<file path="config.mk">
export PLATFORM = sky130hd
export DESIGN_NAME = apmc_top
export DESIGN_NICKNAME = d
export VERILOG_FILES = /design/src/apmc_pkg.sv /design/src/apmc_top.sv
export VERILOG_INCLUDE_DIRS = /design/src /design/src/src
export SDC_FILE = /design/constraint.sdc
export NUM_CORES = 1
export LEC_CHECK = 0
export ABC_AREA = 0
export BUFFER_PORTS_ARGS = -buffer_cell sky130_fd_sc_hd__buf_4
export CAP_MARGIN = 0
export CORE_UTILIZATION = 47
export CTS_CLUSTER_DIAMETER = 120
export DETAILED_ROUTE_END_ITERATION = 10
export PLACE_DENSITY = 0.68
export SLEW_MARGIN = 20
export SYNTH_ARGS = -nofsm -noshare
export SYNTH_HDL_FRONTEND = slang
export SYNTH_SLANG_ARGS = --single-unit
</file>
<file path="constraint.sdc">
create_clock -name I_CLK -period 6.85 [get_ports I_CLK]
set_input_delay 0 -clock I_CLK [delete_from_list [all_inputs] [get_ports I_CLK]]
set_output_delay 0 -clock I_CLK [all_outputs]
set_load 0.01 [all_outputs]
</file>
<file path="src/apmc_defines.svh">
/*
  Offsets, field positions, reset values and timing counts of the converter
  power mode and alarm controller. Assumes a 32-bit classic Wishbone slave
  with word-aligned registers and a 10 MHz core clock.
*/
`ifndef APMC_DEFINES_SVH
`define APMC_DEFINES_SVH

// =====================================================================
// Register indices (byte address is four times the index)
`define APMC_IDX_PWRCTL      8'h04
`define APMC_IDX_UNLOCK      8'h05
`define APMC_IDX_STATUS      8'h20
`define APMC_IDX_ALARM_H_TH  8'h24
`define APMC_IDX_ALARM_L_TH  8'h28
`define APMC_UNLOCK_KEY      8'h69

// =====================================================================
// Field positions
`define APMC_PWR_DEEP_BIT    0
`define APMC_PWR_LIGHT_BIT   1
`define APMC_HYST_LSB        26
`define APMC_HYST_MSB        31

// =====================================================================
// Reset values
`define APMC_RST_HIGH_TH     16'hFFFF
`define APMC_RST_LOW_TH      16'h0000
`define APMC_RST_HYST        6'h00

// =====================================================================
// Timing
`define APMC_CLK_PERIOD_NS   100
`define APMC_LIGHT_WAKE_NS   20000
`define APMC_LIGHT_WAKE_CYC  ((`APMC_LIGHT_WAKE_NS + `APMC_CLK_PERIOD_NS - 1) / `APMC_CLK_PERIOD_NS)
`define APMC_DEEP_WAKE_NS    10000000
`define APMC_DEEP_WAKE_CYC   ((`APMC_DEEP_WAKE_NS + `APMC_CLK_PERIOD_NS - 1) / `APMC_CLK_PERIOD_NS)

`endif

</file>
<file path="src/apmc_pkg.sv">
/*
  Types of the converter power mode and alarm controller.
  Assumes apmc_defines.svh for all numeric constants.
*/
package apmc_pkg;

  // =====================================================================
  // Power sequencer states
  typedef enum logic [2:0] {
    ST_ACTIVE     = 3'b000,
    ST_CONVERT    = 3'b001,
    ST_LIGHT      = 3'b010,
    ST_LIGHT_WAKE = 3'b011,
    ST_DEEP       = 3'b100,
    ST_DEEP_WAKE  = 3'b101
  } apmc_state_e;

  // =====================================================================
  // Alarm flag group: high and low for the input and the supply
  typedef struct packed {
    logic sup_low;
    logic sup_high;
    logic in_low;
    logic in_high;
  } apmc_flags_s;

endpackage

</file>
<file path="src/apmc_top.sv">
/*
  Power mode sequencer and input/supply alarm of a sampling converter,
  with a classic Wishbone register slave.
  Assumes the convert/select pin and the converter core signals are
  synchronous to I_CLK, and that the host respects the wake-up times.
*/
// Chosen here: the Wishbone register port and the placing of the registers.
// Notes on behaviour
// In normal mode the analog blocks stay powered between conversions.
// Power control changes are accepted only after the key 69h is written to index 05h.
// With light sleep enabled and the pin high at end of conversion, light sleep is held while the pin stays high.
// A falling edge of the convert/select pin ends light sleep.
// The host waits the light sleep wake time before the next conversion edge.
// With the deep sleep request set, the next rising pin edge enters deep sleep.
// Deep sleep powers the analog blocks down while the bus and all registers keep working.
// The ready indicator is high during deep sleep.
// The host leaves deep sleep by writing zero to the deep sleep request bit.
// Clearing the request drives the ready indicator high as power-up begins.
// The host waits the deep sleep wake time before starting a conversion.
// The input alarm trips when a result lies outside the low and high thresholds.
// The input alarm uses a programmable hysteresis.
// A separate alarm watches the analog supply.
// The hysteresis is the six upper bits of its byte, the two lowest bits held at zero.
// The overall alarm bit is the OR of all tripped flags.
// A high alarm clears below high minus hysteresis, a low alarm above low plus hysteresis.
`include "apmc_defines.svh"
`timescale 1ns/1ps
`default_nettype none

module apmc_top #(
  parameter int unsigned DEEP_WAKE_CYC = `APMC_DEEP_WAKE_CYC
) (
  // Clock, reset, enable
  input wire logic I_CLK,
  input wire logic I_RST,
  input wire logic I_CE,
  // Wishbone slave
  input wire logic I_WB_CYC,
  input wire logic I_WB_STB,
  input wire logic I_WB_WE,
  input wire logic [9:0] I_WB_ADR,
  input wire logic [3:0] I_WB_SEL,
  input wire logic [31:0] I_WB_DAT,
  output logic [31:0] O_WB_DAT,
  output logic O_WB_ACK,
  // Host pin and converter core
  input wire logic I_CONVERT_SELECT,
  input wire logic I_CONV_DONE,
  input wire logic [15:0] I_RESULT,
  input wire logic I_SUPPLY_LOW,
  input wire logic I_SUPPLY_HIGH,
  // Power and status outputs
  output logic O_CONV_START,
  output logic O_ANALOG_PWR_EN,
  output logic O_LOW_POWER,
  output logic O_READY_IND,
  output logic O_ALARM
);

  // =====================================================================
  // Helpers
  function automatic logic [16:0] sat_add(input logic [15:0] a, input logic [5:0] b);
    logic [16:0] s;
    s = {1'b0, a} + {11'h000, b};
    sat_add = s[16] ? 17'h0_FFFF : s;
  endfunction

  function automatic logic [16:0] sat_sub(input logic [15:0] a, input logic [5:0] b);
    sat_sub = (a < {10'h000, b}) ? 17'h0_0000 : {1'b0, a - {10'h000, b}};
  endfunction

  localparam logic [7:0] LIGHT_WAKE_CYC = 8'(`APMC_LIGHT_WAKE_CYC);

  // =====================================================================
  // Registers
  apmc_pkg::apmc_state_e state_ff;
  apmc_pkg::apmc_state_e nxt_state;
  apmc_pkg::apmc_flags_s active_ff;
  apmc_pkg::apmc_flags_s trip_ff;
  logic unlock_ff;
  logic deep_req_ff;
  logic light_en_ff;
  logic [15:0] high_th_ff;
  logic [15:0] low_th_ff;
  logic [5:0] hyst_ff;
  logic pin_prev_ff;
  logic [23:0] wait_ff;
  logic [31:0] rdata;

  wire logic bus_req = I_WB_CYC & I_WB_STB & ~O_WB_ACK;
  wire logic bus_wr = bus_req & I_WB_WE;
  wire logic [7:0] bus_idx = I_WB_ADR[9:2];
  wire logic pin_rise = I_CONVERT_SELECT & ~pin_prev_ff;
  wire logic pin_fall = ~I_CONVERT_SELECT & pin_prev_ff;
  wire logic pwr_wr = bus_wr & I_WB_SEL[0] & unlock_ff & (bus_idx == `APMC_IDX_PWRCTL);
  wire logic stat_rd = bus_req & ~I_WB_WE & (bus_idx == `APMC_IDX_STATUS);

  // =====================================================================
  // Wishbone answer: one cycle after the strobe, unmapped reads give zero
  always_comb
  begin
    rdata = 32'h0000_0000;
    case (bus_idx)
      `APMC_IDX_PWRCTL:
      begin
        rdata[`APMC_PWR_DEEP_BIT] = deep_req_ff;
        rdata[`APMC_PWR_LIGHT_BIT] = light_en_ff;
      end
      `APMC_IDX_UNLOCK: rdata[0] = unlock_ff;
      `APMC_IDX_STATUS:
      begin
        // overall alarm
        rdata[0] = |trip_ff;
        rdata[7:4] = trip_ff;
        rdata[11:10] = {active_ff.in_low, active_ff.in_high};
        rdata[15:14] = {active_ff.sup_low, active_ff.sup_high};
      end
      // low hysteresis bits read zero
      `APMC_IDX_ALARM_H_TH: rdata = {hyst_ff, 2'b00, 8'h00, high_th_ff};
      `APMC_IDX_ALARM_L_TH: rdata = {16'h0000, low_th_ff};
      default: rdata = 32'h0000_0000;
    endcase
  end

  always_ff @(posedge I_CLK)
  begin
    if (I_RST)
    begin
      O_WB_ACK <= 1'b0;
      O_WB_DAT <= 32'h0000_0000;
    end
    else if (I_CE)
    begin
      O_WB_ACK <= bus_req;
      O_WB_DAT <= bus_req ? rdata : 32'h0000_0000;
    end
  end

  // =====================================================================
  // Unlock key: stays open until some other value is written
  always_ff @(posedge I_CLK)
  begin
    if (I_RST)
      unlock_ff <= 1'b0;
    // key write opens
    else if (I_CE && bus_wr && I_WB_SEL[0] && bus_idx == `APMC_IDX_UNLOCK)
      unlock_ff <= (I_WB_DAT[7:0] == `APMC_UNLOCK_KEY);
  end

  // =====================================================================
  // Power control bits
  always_ff @(posedge I_CLK)
  begin
    if (I_RST)
    begin
      deep_req_ff <= 1'b0;
      light_en_ff <= 1'b0;
    end
    // locked writes ignored
    else if (I_CE && pwr_wr)
    begin
      deep_req_ff <= I_WB_DAT[`APMC_PWR_DEEP_BIT];
      light_en_ff <= I_WB_DAT[`APMC_PWR_LIGHT_BIT];
    end
  end

  // =====================================================================
  // Alarm thresholds and hysteresis, with byte enables
  always_ff @(posedge I_CLK)
  begin
    if (I_RST)
    begin
      high_th_ff <= `APMC_RST_HIGH_TH;
      low_th_ff <= `APMC_RST_LOW_TH;
      hyst_ff <= `APMC_RST_HYST;
    end
    else if (I_CE && bus_wr && bus_idx == `APMC_IDX_ALARM_H_TH)
    begin
      if (I_WB_SEL[0])
        high_th_ff[7:0] <= I_WB_DAT[7:0];
      if (I_WB_SEL[1])
        high_th_ff[15:8] <= I_WB_DAT[15:8];
      // six-bit hysteresis
      if (I_WB_SEL[3])
        hyst_ff <= I_WB_DAT[`APMC_HYST_MSB:`APMC_HYST_LSB];
    end
    else if (I_CE && bus_wr && bus_idx == `APMC_IDX_ALARM_L_TH)
    begin
      if (I_WB_SEL[0])
        low_th_ff[7:0] <= I_WB_DAT[7:0];
      if (I_WB_SEL[1])
        low_th_ff[15:8] <= I_WB_DAT[15:8];
    end
  end

  // =====================================================================
  // Power sequencer
  always_comb
  begin
    nxt_state = state_ff;
    case (state_ff)
      apmc_pkg::ST_ACTIVE:
        // deep request on rising edge
        if (pin_rise && deep_req_ff)
          nxt_state = apmc_pkg::ST_DEEP;
        else if (pin_rise)
          nxt_state = apmc_pkg::ST_CONVERT;
      apmc_pkg::ST_CONVERT:
        // light sleep at end of conversion
        if (I_CONV_DONE && light_en_ff && I_CONVERT_SELECT)
          nxt_state = apmc_pkg::ST_LIGHT;
        else if (I_CONV_DONE)
          nxt_state = apmc_pkg::ST_ACTIVE;
      apmc_pkg::ST_LIGHT:
        // falling edge wakes
        if (pin_fall)
          nxt_state = apmc_pkg::ST_LIGHT_WAKE;
      apmc_pkg::ST_LIGHT_WAKE:
        if (wait_ff == 24'h00_0000)
          nxt_state = apmc_pkg::ST_ACTIVE;
      apmc_pkg::ST_DEEP:
        // request cleared by host
        if (!deep_req_ff)
          nxt_state = apmc_pkg::ST_DEEP_WAKE;
      apmc_pkg::ST_DEEP_WAKE:
        if (wait_ff == 24'h00_0000)
          nxt_state = apmc_pkg::ST_ACTIVE;
      default: nxt_state = apmc_pkg::ST_ACTIVE;
    endcase
  end

  always_ff @(posedge I_CLK)
  begin
    if (I_RST)
    begin
      state_ff <= apmc_pkg::ST_ACTIVE;
      pin_prev_ff <= 1'b0;
    end
    else if (I_CE)
    begin
      state_ff <= nxt_state;
      pin_prev_ff <= I_CONVERT_SELECT;
    end
  end

  // Wake-up counters; edges arriving before they expire are dropped
  always_ff @(posedge I_CLK)
  begin
    if (I_RST)
      wait_ff <= 24'h00_0000;
    else if (I_CE)
    begin
      // light wake time
      if (state_ff == apmc_pkg::ST_LIGHT && nxt_state == apmc_pkg::ST_LIGHT_WAKE)
        wait_ff <= {16'h0000, LIGHT_WAKE_CYC - 8'h01};
      // deep wake time
      else if (state_ff == apmc_pkg::ST_DEEP && nxt_state == apmc_pkg::ST_DEEP_WAKE)
        wait_ff <= 24'(DEEP_WAKE_CYC - 1);
      else if (wait_ff != 24'h00_0000)
        wait_ff <= wait_ff - 24'h00_0001;
    end
  end

  // =====================================================================
  // Power and ready outputs
  always_ff @(posedge I_CLK)
  begin
    if (I_RST)
    begin
      O_CONV_START <= 1'b0;
      O_ANALOG_PWR_EN <= 1'b1;
      O_LOW_POWER <= 1'b0;
      O_READY_IND <= 1'b1;
    end
    else if (I_CE)
    begin
      O_CONV_START <= (state_ff == apmc_pkg::ST_ACTIVE) && (nxt_state == apmc_pkg::ST_CONVERT);
      // powered between conversions
      // analog off in deep sleep
      O_ANALOG_PWR_EN <= (nxt_state != apmc_pkg::ST_DEEP);
      O_LOW_POWER <= (nxt_state == apmc_pkg::ST_LIGHT);
      // ready in deep sleep
      // ready as power-up begins
      O_READY_IND <= (nxt_state != apmc_pkg::ST_CONVERT);
    end
  end

  // =====================================================================
  // Alarm evaluation
  always_ff @(posedge I_CLK)
  begin
    if (I_RST)
      active_ff <= '0;
    else if (I_CE)
    begin
      // supply alarm
      active_ff.sup_low <= I_SUPPLY_LOW;
      active_ff.sup_high <= I_SUPPLY_HIGH;
      if (I_CONV_DONE && state_ff == apmc_pkg::ST_CONVERT)
      begin
        // outside window trips
        // hysteresis on release
        // release points
        if (!active_ff.in_high)
          active_ff.in_high <= (I_RESULT > high_th_ff);
        else
          active_ff.in_high <= !({1'b0, I_RESULT} < sat_sub(high_th_ff, hyst_ff));
        if (!active_ff.in_low)
          active_ff.in_low <= (I_RESULT < low_th_ff);
        else
          active_ff.in_low <= !({1'b0, I_RESULT} > sat_add(low_th_ff, hyst_ff));
      end
    end
  end

  // Tripped flags are sticky and clear on a status read; a new trip wins
  always_ff @(posedge I_CLK)
  begin
    if (I_RST)
      trip_ff <= '0;
    else if (I_CE)
      trip_ff <= (stat_rd ? 4'h0 : trip_ff) | active_ff;
  end

  always_ff @(posedge I_CLK)
  begin
    if (I_RST)
      O_ALARM <= 1'b0;
    // OR of tripped flags
    else if (I_CE)
      O_ALARM <= |((stat_rd ? 4'h0 : trip_ff) | active_ff);
  end

endmodule

`default_nettype wire

</file>
==> results.md, run 1 <==
- DP Area: a little under 8000 um^2
- H-tree depth: 3
- Final ANT Viol Nets: 0
- CTS tree: yes
- Combinational family with the most area after synthesis: simple AND/OR/NAND/NOR gates
- ANT cells: 0
- Post-synth EDFFs: 0
- Rel. slew slack: 43.9%
- RSZ-0062 raised after global routing: false
- Grt total ovfl: 0
- Initial core utilization: about half
- Fmax: 262 MHz
- Post-Syn Instances: 865
- Area grow syn2layout: 18.9%
- Worst clock skew: 0.00967 ns
- Worst Path Max Fanout: 9
- Initial antenna violation count: 0
- Dpl hpwl: 14,500 um
- Yosys reg bits: approximately 110
- Final RePlAce weighted congestion: 0.880
- Post-synthesis compound-gate area fraction: 19.3%
- Num CTS Buffers: 9
- PwrDens: 222 nW/um^2
- Crit path kind: flop to flop
- Post-route design area: 8380 um^2
- Finished Core Util: roughly 57%
- Nets: 1,107
- Final hold viol count: 0
- Root Driver: clkbuf_16
- Unique masters post-synth: between 60 and 70
- Period utilization: 55.6%
- Final Critical Period: 3.81 ns
- Sequential share of the synthesized area: 29.9%
- Simple-gate share of the synthesized area: 21.8%
- Post-synth top flop: dfxtp_1
- Pleak: 3.57 nW
- GRT Util Overall: 25.3%
- Startpoint Class: flop
- IO Port Bufs: 86
- CTS Sinks: 105
- Fill cell count: ~1,400
- Outcome: finished clean
- Top Ports: 110
- Slew at the pin closest to its max-slew limit: roughly 0.84 ns
- Vias per std cell: roughly 5.8
- Number of max-cap violations: 0
- Fin. max-slew vios: 0
- Syn Area/Cell: 8.14 um^2
- Synth async-reset ratio: 0%
- CP arrival: approximately 4.0 ns
- HP Class: input pin to flop
- Drt total wl: 19,500 um
- Vias in the first global route: 6,106
- Worst vdd ir: 149 uV
- Drt drc: 0
- Core footprint: between 10,000 and 15,000 um^2
- Post-synthesis mux area share: ~6.6%
- Row Count: 44
- Worst-Skew Late Latency: 0.35 ns
- Cell area after synthesis: between 7000 and 8000 um^2
- Post-synthesis adder-cell area fraction: 13.9%
- First-pass DRT Iterations: 5
- Routed length per instance: 17.0 um
- Starting DRT DRC Count: 513
- Clock tree buffer depth: 2
- Die area: 15,500 um^2
- Synth Area in XOR/XNOR: 2.86%
- CP endpoint kind: flop
- Via count: 6,683
- Post-route setup TNS: 0 ns
- Final setup viols: 0
- Clock transition at the registers of the reported paths: 0.07 ns
- Fraction of layout cells with a size suffix above 1: between 10 and 15%
- Largest net degree at the start of global routing: 69
- Die H: 124 um
- CP required: 7.06 ns
- Synth warn: 0
- First-pass GRT wire length: 31,800 um
- Chip width: ~120 um
final cells by class:
cell class | count | area (um^2) | area share [%]
clock inverters | 6 | 67.6 | 0.807
repair buffers | 119 | 956 | 11.4
inverters | 49 | 184 | 2.20
well taps | 184 | 230 | 2.75
clock buffers | 10 | 229 | 2.73
flip-flops and latches | 105 | 2100 | 25.1
multi-input cells | 674 | 4610 | 55.0
worst max-delay path, stage by stage (launching register included):
cell and delay (ns):
dfxtp_1 0.38, or4_4 0.59, or4_1 0.52, nor4_1 0.45
nand2b_1 0.34, nand3_1 0.15, ha_1 0.25, a21o_1 0.16
a21o_1 0.18, a21oi_1 0.25, o311ai_2 0.14, a21oi_1 0.19
a2111oi_2 0.07
through the flow:
stage	setup WS [ns]	power, mW	hold WS, ns	instances
floorplan	3.38	1.16	0.125	874
global placement	2.94	1.32	0.227	1106
detailed placement	2.95	1.32	0.229	1106
CTS	2.92	1.85	0.0245	1147
global route	2.80	1.97	0.0684	1147
finish	3.04	1.86	0.0285	1147
per-layer routing:
metal / track usage, % / vias up / wire (um)
met1: 35.9 / 3146 / 9420
li1: - / 3313 / -
met5: 0 / - / 0
met4: 6.31 / 0 / 336
met2: 39.9 / 202 / 8690
met3: 3.74 / 22 / 1070
state kept, by name, summed over array words and instances, names as in the netlist, 3 cells and up:
name and cells:
low_th_ff 16, trip_ff 4, state_ff 3, hyst_ff 6, wait_ff 24, high_th_ff 16
O_WB_DAT 22, active_ff 4
cells in the mapped netlist (6+ instances only):
cell      number  area share (%)
nand4_1       19             1.7
ha_1          75              13
or3_1          7            0.62
nor3_1        27             1.9
dfxtp_1      105              30
a21o_1        16             1.7
a31oi_1        8            0.71
buf_4         11             1.2
nand2_1       64             3.4
a22oi_1       21             2.2
o21ai_0       30             2.1
inv_1         47             2.5
o21a_1        11             1.2
nor4_1        22             2.0
xnor2_1       18             2.2
nor2b_1        8            0.71
nand3_1       17             1.2
nor2_1       115             6.1
o211ai_1      10             1.1
clkbuf_1      33             1.8
mux2_2         9             1.4
nand2b_1       9            0.80
mux2i_1       36             5.1
a222oi_1       6            0.85
a21oi_1       58             4.1
repair_timing:
action / 4_1_cts / 5_1_grt
gates resized for setup: 0 / 0
hold endpoints to repair: 43 / 0
hold buffers: 25 / 0
buffers inserted: 0 / 0
where the power goes:
group          internal, mW  leakage (nW)  total [mW]  switching, mW
clock                 0.285         0.139       0.519          0.234
combinational         0.252          2.58       0.601          0.349
sequential            0.672         0.851       0.738         0.0660
path summary, 6_finish.rpt:
kind,start,to,slack [ns],depth (start not counted)
min,I_WB_ADR[2],unlock_ff,0.03,4
max,high_th_ff[6],active_ff[0],3.04,12
max reg2reg,high_th_ff[6],active_ff[0],3.04,12
min reg2reg,O_LOW_POWER,O_LOW_POWER,0.48,2
layout by cell type, fill, tap and decap left out, types with 4 or more instances in the layout:
| cell | count |
|---|---|
| buf_4 | 94 |
| or3_1 | 7 |
| inv_1 | 47 |
| clkbuf_16 | 9 |
| nand4_1 | 19 |
| xor2_1 | 5 |
| nor4b_1 | 4 |
| nand2b_1 | 9 |
| mux2_2 | 9 |
| o221a_2 | 5 |
| o21ai_0 | 30 |
| nand3_1 | 17 |
| o21a_1 | 11 |
| mux2i_1 | 36 |
| a21oi_1 | 58 |
| a222oi_1 | 6 |
| or4_1 | 5 |
| nor2b_1 | 8 |
| a211oi_1 | 4 |
| dfxtp_1 | 105 |
| a31oi_1 | 8 |
| nor3_1 | 27 |
| and3_1 | 5 |
| a22oi_1 | 21 |
| nor2_1 | 115 |
| o211ai_1 | 10 |
| a21o_1 | 16 |
| xnor2_1 | 18 |
| conb_1 | 10 |
| a31o_2 | 4 |
| o21bai_1 | 4 |
| nand2_1 | 64 |
| nor4_1 | 20 |
| ha_1 | 75 |
| dlygate4sd3_1 | 25 |
logic make-up (layout without fill, tap and decap cells):
logic type,after synthesis,count (layout)
compound gates,201,201
xor+xnor,23,23
fa+ha+maj,77,77
buf+inv,95,184
flops,105,105
mux,45,45
other cells,1,10
simple gates,318,318
Note: power is estimated with default switching activity, not from simulation.
==> run 2: changes to the inputs <==
--- a/config.mk
+++ b/config.mk
@@ -12,7 +12,7 @@
 export CORE_UTILIZATION = 47
 export CTS_CLUSTER_DIAMETER = 120
 export DETAILED_ROUTE_END_ITERATION = 10
-export PLACE_DENSITY = 0.68
+export PLACE_DENSITY = 0.71
 export SLEW_MARGIN = 20
 export SYNTH_ARGS = -nofsm -noshare
 export SYNTH_HDL_FRONTEND = slang
==> constraint.sdc (replaced) <==
create_clock -name I_CLK -period 3.3 [get_ports I_CLK]
set_input_delay 0 -clock I_CLK [delete_from_list [all_inputs] [get_ports I_CLK]]
set_output_delay 0 -clock I_CLK [all_outputs]
set_load 0.01 [all_outputs]
==> run 2 against run 1 <==
Routed wire length up 7.3%. Design area is 7.3% higher. Setup slack got worse by 2.9 ns. Register-to-register slack worse by 2.9 ns. Total power increased by 120%. Critical path type unchanged. Largest cell class unchanged. Largest power group unchanged.
==> results.md, run 2 (same netlist as run 1, synthesis figures left out) <==
- Outcome: finished clean
- Worst vdd ir: 532 uV
- Period utilization: 96.8%
- Via count: 6,975
- CP max stage cell: o41a_1
- DP Area: 8140 um^2
- Initial antenna violation count: 0
- Largest net degree at the start of global routing: 70
- Grt total ovfl: 0
- First-pass GRT wire length: 33,500 um
- Reg-to-reg setup timing slack: 0.10 ns
- Vias in the first global route: approximately 6,400
- Pleak: 3.91 nW
- Drt drc: 0
- Row Count: 44
- CP top delay family: compound AO/OA/AOI/OAI gates
- Dpl hpwl: 15,600 um
- Nets: 1,159
- FF-to-FF path depth: 15
- Slew at the pin closest to its max-slew limit: 0.929 ns
- Final cell count without fillers: 1,199
- Most common cell after layout, fill and taps aside: buf_4
- IO Port Bufs: 86
- Num CTS Buffers: 9
- Die area: 15,500 um^2
- Vias per std cell: approximately 5.8
- Crit path kind: flop to flop
- Final setup viols: 0
- PwrDens: 456 nW/um^2
- Final hold viol count: 0
- Post-route design area: 8990 um^2
- Rel. slew slack: 36.5%
- ANT cells: 0
- Finished Core Util: 61.6%
- Largest stage delay, worst path: about 0.51 ns
- Post-route setup TNS: 0 ns
- Worst clock skew: just under 0.009 ns
- Post-place setup slack: -0.0635 ns
- Final ANT Viol Nets: 0
- Placed Instances: 1,149
- H-tree depth: 3
- Tot Pwr: between 4 and 5 mW
- Number of max-cap violations: 0
- CP required: roughly 3.5 ns
- Die H: 124 um
- Chip width: 124 um
- First-pass DRT Iterations: 5
- Commonest cells after routing, fill and taps aside: buf_4 (144), nor2_1 (114), dfxtp_1 (102)
- Clock tree buffer depth: 2
- Worst Path Max Fanout: 7
- R2R Path Start: hyst_ff[1]
- Largest register by flop count: wait_ff
- Max FFs per register: 24
- Top Ports: 110
- Initial core utilization: 48.3%
- Hold Worst Slack: about 0.04 ns
- Crit Reg-Reg Endpoint: active_ff[0]
- Root Driver: clkbuf_16
- Final RePlAce weighted congestion: 0.938
- CP arrival: 3.39 ns
- Stages on worst setup path: 15
- Final Critical Period: 3.20 ns
- Top flop regs: wait_ff (24), O_WB_DAT (22)
- Worst path bufs/invs: 1
- Core footprint: 14,600 um^2
- HP Class: input pin to flop
- Fraction of layout cells with a size suffix above 1: 21.4%
- RSZ-0062 raised after global routing: true
- Drt total wl: 20,900 um
- GRT Util Overall: 26.7%
- Post-route setup slack: 0.104 ns
- CP Launch Point: hyst_ff[1]
- CTS Sinks: 105
- Area grow syn2layout: 27.6%
- Worst-Skew Late Latency: ~0.35 ns
- Starting DRT DRC Count: 514
- CP endpoint kind: flop
- Fmax: 313 MHz
- Startpoint Class: flop
- CTS tree: yes
- Crit path cell chain: inv_1 -> ha_1 -> nor2b_1 -> o21ai_2 -> a21boi_1 -> o41a_1 -> nor3_1 -> o21ai_2 -> ha_1 -> a21o_1 -> a21o_1 -> a21oi_1 -> o2111ai_1 -> a21oi_2 -> a2111oi_4
- Clock transition at the registers of the reported paths: 0.08 ns
- Fin. max-slew vios: 0
- Endpoint of the worst setup timing path: active_ff[0]
- Routed length per instance: 17.5 um
-- run 2: repair_timing --
| action | 4_1_cts | 5_1_grt |
|---|---|---|
| hold buffers | 25 | 0 |
| endpoints found under the setup margin | 2 | 2 |
| buffers inserted | 0 | 9 |
| pin swaps | 0 | 20 |
| resized for setup | 3 | 38 |
| endpoints found under the hold margin | 43 | 0 |
| gates cloned | 0 | 1 |
-- run 2: layout make-up --
| type | count | area [um^2] |
|---|---|---|
| tap | 184 | 230 |
| fill | 1318 | 5600 |
| sequential | 105 | 2110 |
| clock buffer | 9 | 225 |
| inverter | 49 | 184 |
| multi-input combinational | 675 | 4750 |
| clock inverter | 7 | 146 |
| timing repair buffer | 170 | 1340 |
-- run 2: worst min path at each step --
| stage | depth (start not counted) | endpoint | slack, ns | start |
|---|---|---|---|---|
| after floorplan | 2 | high_th_ff[10] | 0.13 | I_WB_DAT[10] |
| after global placement | 3 | high_th_ff[13] | 0.22 | I_WB_DAT[13] |
| after detailed placement | 3 | high_th_ff[10] | 0.23 | I_WB_DAT[10] |
| after CTS | 4 | unlock_ff | 0.03 | I_WB_ADR[2] |
| after global routing | 4 | unlock_ff | 0.09 | I_WB_ADR[2] |
| final | 4 | unlock_ff | 0.04 | I_WB_ADR[2] |
-- run 2: per-layer routing --
| layer | share of wire (%) | track usage, % |
|---|---|---|
| met1 | 46 | 36.1 |
| met2 | 46 | 42.4 |
| met3 | 5.7 | 4.42 |
| met4 | 3.1 | 9.99 |
| met5 | 0 | 0 |
-- run 2: worst reg2reg max path: stages (launching register included) --
cell	delay (ns)
dfxtp_2	0.35
inv_1	0.04
ha_1	0.27
nor2b_1	0.15
o21ai_2	0.13
a21boi_1	0.10
o41a_1	0.51
nor3_1	0.27
o21ai_2	0.08
ha_1	0.29
a21o_1	0.16
a21o_1	0.17
a21oi_1	0.14
o2111ai_1	0.13
a21oi_2	0.18
a2111oi_4	0.06
-- run 2: power breakdown --
part	internal (mW)	switching [mW]	total, mW
Sequential	1.39	0.131	1.53
Combinational	0.547	0.696	1.24
Clock	0.827	0.498	1.32
==> run 3: changes to the inputs <==
--- a/config.mk
+++ b/config.mk
@@ -6,13 +6,13 @@
 export SDC_FILE = /design/constraint.sdc
 export NUM_CORES = 1
 export LEC_CHECK = 0
-export ABC_AREA = 0
+export ABC_AREA = 1
 export BUFFER_PORTS_ARGS = -buffer_cell sky130_fd_sc_hd__buf_4
 export CAP_MARGIN = 0
 export CORE_UTILIZATION = 47
 export CTS_CLUSTER_DIAMETER = 120
 export DETAILED_ROUTE_END_ITERATION = 10
-export PLACE_DENSITY = 0.71
+export PLACE_DENSITY = 0.7
 export SLEW_MARGIN = 20
 export SYNTH_ARGS = -nofsm -noshare
 export SYNTH_HDL_FRONTEND = slang
==> run 3 against run 2 <==
Clock power fell by 15%. Sequential power fell by 8%. Routed wire length down 2.9%. Synthesized cell count up 20%. Largest cell class unchanged.
==> results.md, run 3 <==
- Outcome: finished clean
- First-pass GRT wire length: 33,400 um
- Drt drc: 0
- Fraction of layout cells with a size suffix above 1: ~15%
- Fmax: 335 MHz
- Drt total wl: 20,300 um
- Pleak: 3.98 nW
- Most common cell after layout, fill and taps aside: nand2_1
- Initial antenna violation count: 0
- Worst-Skew Late Latency: 0.36 ns
- Max FFs per register: 24
- Initial core utilization: ~48%
- H-tree depth: 3
- Post-Syn Instances: 1,042
- Final cell count without fillers: between 1,000 and 1,500
- Unique masters post-synth: 51
- Largest stage delay, worst path: 0.40 ns
- Row Count: 45
- Post-synth top cells: nand2_1 (197), inv_1 (128), dfxtp_1 (105), a21oi_1 (102), nor2_1 (98)
- Fin. max-slew vios: 0
- Yosys reg bits: 105
- Top flop regs: wait_ff (24), O_WB_DAT (22)
- CTS tree: yes
- Placed Instances: 1,293
- Fill cell count: about 1,500
- Top Ports: 110
- Die area: about 16,000 um^2
- CP required: 3.59 ns
- Sequential share of the synthesized area: 28.7%
- Chip width: 127 um
- Largest register by flop count: wait_ff
- Number of max-cap violations: 0
- Worst vdd ir: 300 uV
- Starting DRT DRC Count: 482
- Dominant cell by count in the synthesized netlist: nand2_1
- Rel. slew slack: 29.5%
- Crit path cell chain: ha_2 -> fa_1 -> nand3_1 -> nand2_1 -> a21boi_2 -> nor2_2 -> inv_1 -> nor2_1 -> nand2_1 -> inv_2 -> or2_2 -> ha_1 -> nand4_1 -> nor4_2 -> nor2_1 -> o21ai_0 -> nand2_1 -> a21oi_1
- Area grow syn2layout: 18.9%
- Clock transition at the registers of the reported paths: 0.08 ns
- Worst Path Max Fanout: 6
- Core footprint: around 15,000 um^2
- CP most frequent cell: nand2_1
- Vias per std cell: 5.41
- Grt total ovfl: 0
- First-pass DRT Iterations: 5
- Num CTS Buffers: 9
- Post-synth top flop: dfxtp_1
- Dpl hpwl: 15,900 um
- Post-route setup TNS: 0 ns
- ANT cells: 0
- Final setup viols: 0
- Final hold viol count: 0
- Root Driver: clkbuf_16
- HP Class: input pin to flop
- Final Critical Period: 2.98 ns
- Nets: 1,295
- Via count: 7,243
- CP max stage cell: fa_1
- Largest net degree at the start of global routing: 40
- Startpoint Class: flop
- Synth async-reset ratio: 0%
- Worst clock skew: 0.00936 ns
- Vias in the first global route: 6,751
- Post-synth EDFFs: 0
- Syn Area/Cell: 7.02 um^2
- Commonest cells after routing, fill and taps aside: nand2_1 (196), inv_1 (128), dfxtp_1 (103)
- Dominant cell type by area after synthesis: dfxtp_1
- Final RePlAce weighted congestion: 0.925
- RSZ-0062 raised after global routing: false
- IO Port Bufs: 86
- PwrDens: approximately 370 nW/um^2
- Die H: 127 um
- CP endpoint kind: flop
- Synth top area share: 28.7%
- CP arrival: 3.28 ns
- Cell area after synthesis: around 7300 um^2
- Final ANT Viol Nets: 0
- Clock tree buffer depth: 2
- Slew at the pin closest to its max-slew limit: about 1.1 ns
- GRT Util Overall: around a quarter
- Crit path kind: flop to flop
- Routed length per instance: 15.2 um
- Period utilization: between 90% and 100%
- CTS Sinks: 105
- Synth warn: 0
- Synth area leaders: dfxtp_1 (29%), ha_1 (13%), nand2_1 (10%)
-- run 3: area by class of cell --
cell class	count	area, um^2	area share (%)
Timing Repair Buffer	119	963	11.1
Inverter	147	552	6.35
Clock inverter	6	73.8	0.849
Sequential cell	105	2100	24.2
Tap cell	188	235	2.71
Clock buffer	10	229	2.63
Multi-Input combinational cell	764	4530	52.2
-- run 3: worst max-delay path: cells and delay by family, from the launching register on --
family / cells / cell delay, ns
simple gates: 10 / 1.13
fa+ha+maj: 3 / 0.86
compound gates: 3 / 0.42
flops: 1 / 0.35
buf+inv: 2 / 0.14
-- run 3: cell families after synthesis --
logic type                 Yosys count  synth area share, %
xor gates and xnor gates            22                 2.63
adders and majority gates           77                 13.4
DFF                                105                 28.7
other                                1               0.0513
and+or+nand+nor                    427                 26.9
buffers and inverters              182                 10.2
AOI/OAI and AO/OA                  228                 18.1
-- run 3: what timing repair did --
item	4_1_cts	5_1_grt
endpoints found under the setup margin	0	2
hold buffers	28	0
buffers inserted	0	2
gates resized for setup	0	13
hold endpoints to repair	44	0
-- run 3: through the flow --
stage	hold WS (ns)	power, mW	setup WS [ns]	cell area, um^2	util, %
finish	0.0426	3.20	0.316	8690	57.2
global route	0.0730	3.38	0.0162	8690	57.2
CTS	0.0338	3.21	0.157	8640	56.8
detailed placement	0.245	2.08	0.172	8050	53.0
global placement	0.238	2.07	0.217	8050	53.0
floorplan	0.130	1.91	0.476	7350	-
-- run 3: final timing paths --
| kind | depth (start not counted) | slack (ns) | to | start |
|---|---|---|---|---|
| worst max-delay path | 18 | 0.32 | active_ff[1] | hyst_ff[0] |
| worst min-delay path | 4 | 0.04 | light_en_ff | I_WB_SEL[0] |
| worst max register to register | 18 | 0.32 | active_ff[1] | hyst_ff[0] |
| worst min register to register | 1 | 0.45 | wait_ff[0] | wait_ff[0] |
-- run 3: power by group --
part	internal (mW)	total, mW	switching [mW]
combinational	0.273	0.685	0.412
clock	0.601	1.12	0.519
sequential	1.33	1.40	0.0643
total	2.21	3.20	0.996
-- run 3: metal layers --
| layer | track usage [%] | wire [um] | vias up |
|---|---|---|---|
| li1 | - | - | 3685 |
| met1 | 34.5 | 9340 | 3344 |
| met2 | 45.0 | 9640 | 186 |
| met3 | 3.80 | 968 | 28 |
| met4 | 8.33 | 386 | 0 |
| met5 | 0 | 0 | - |
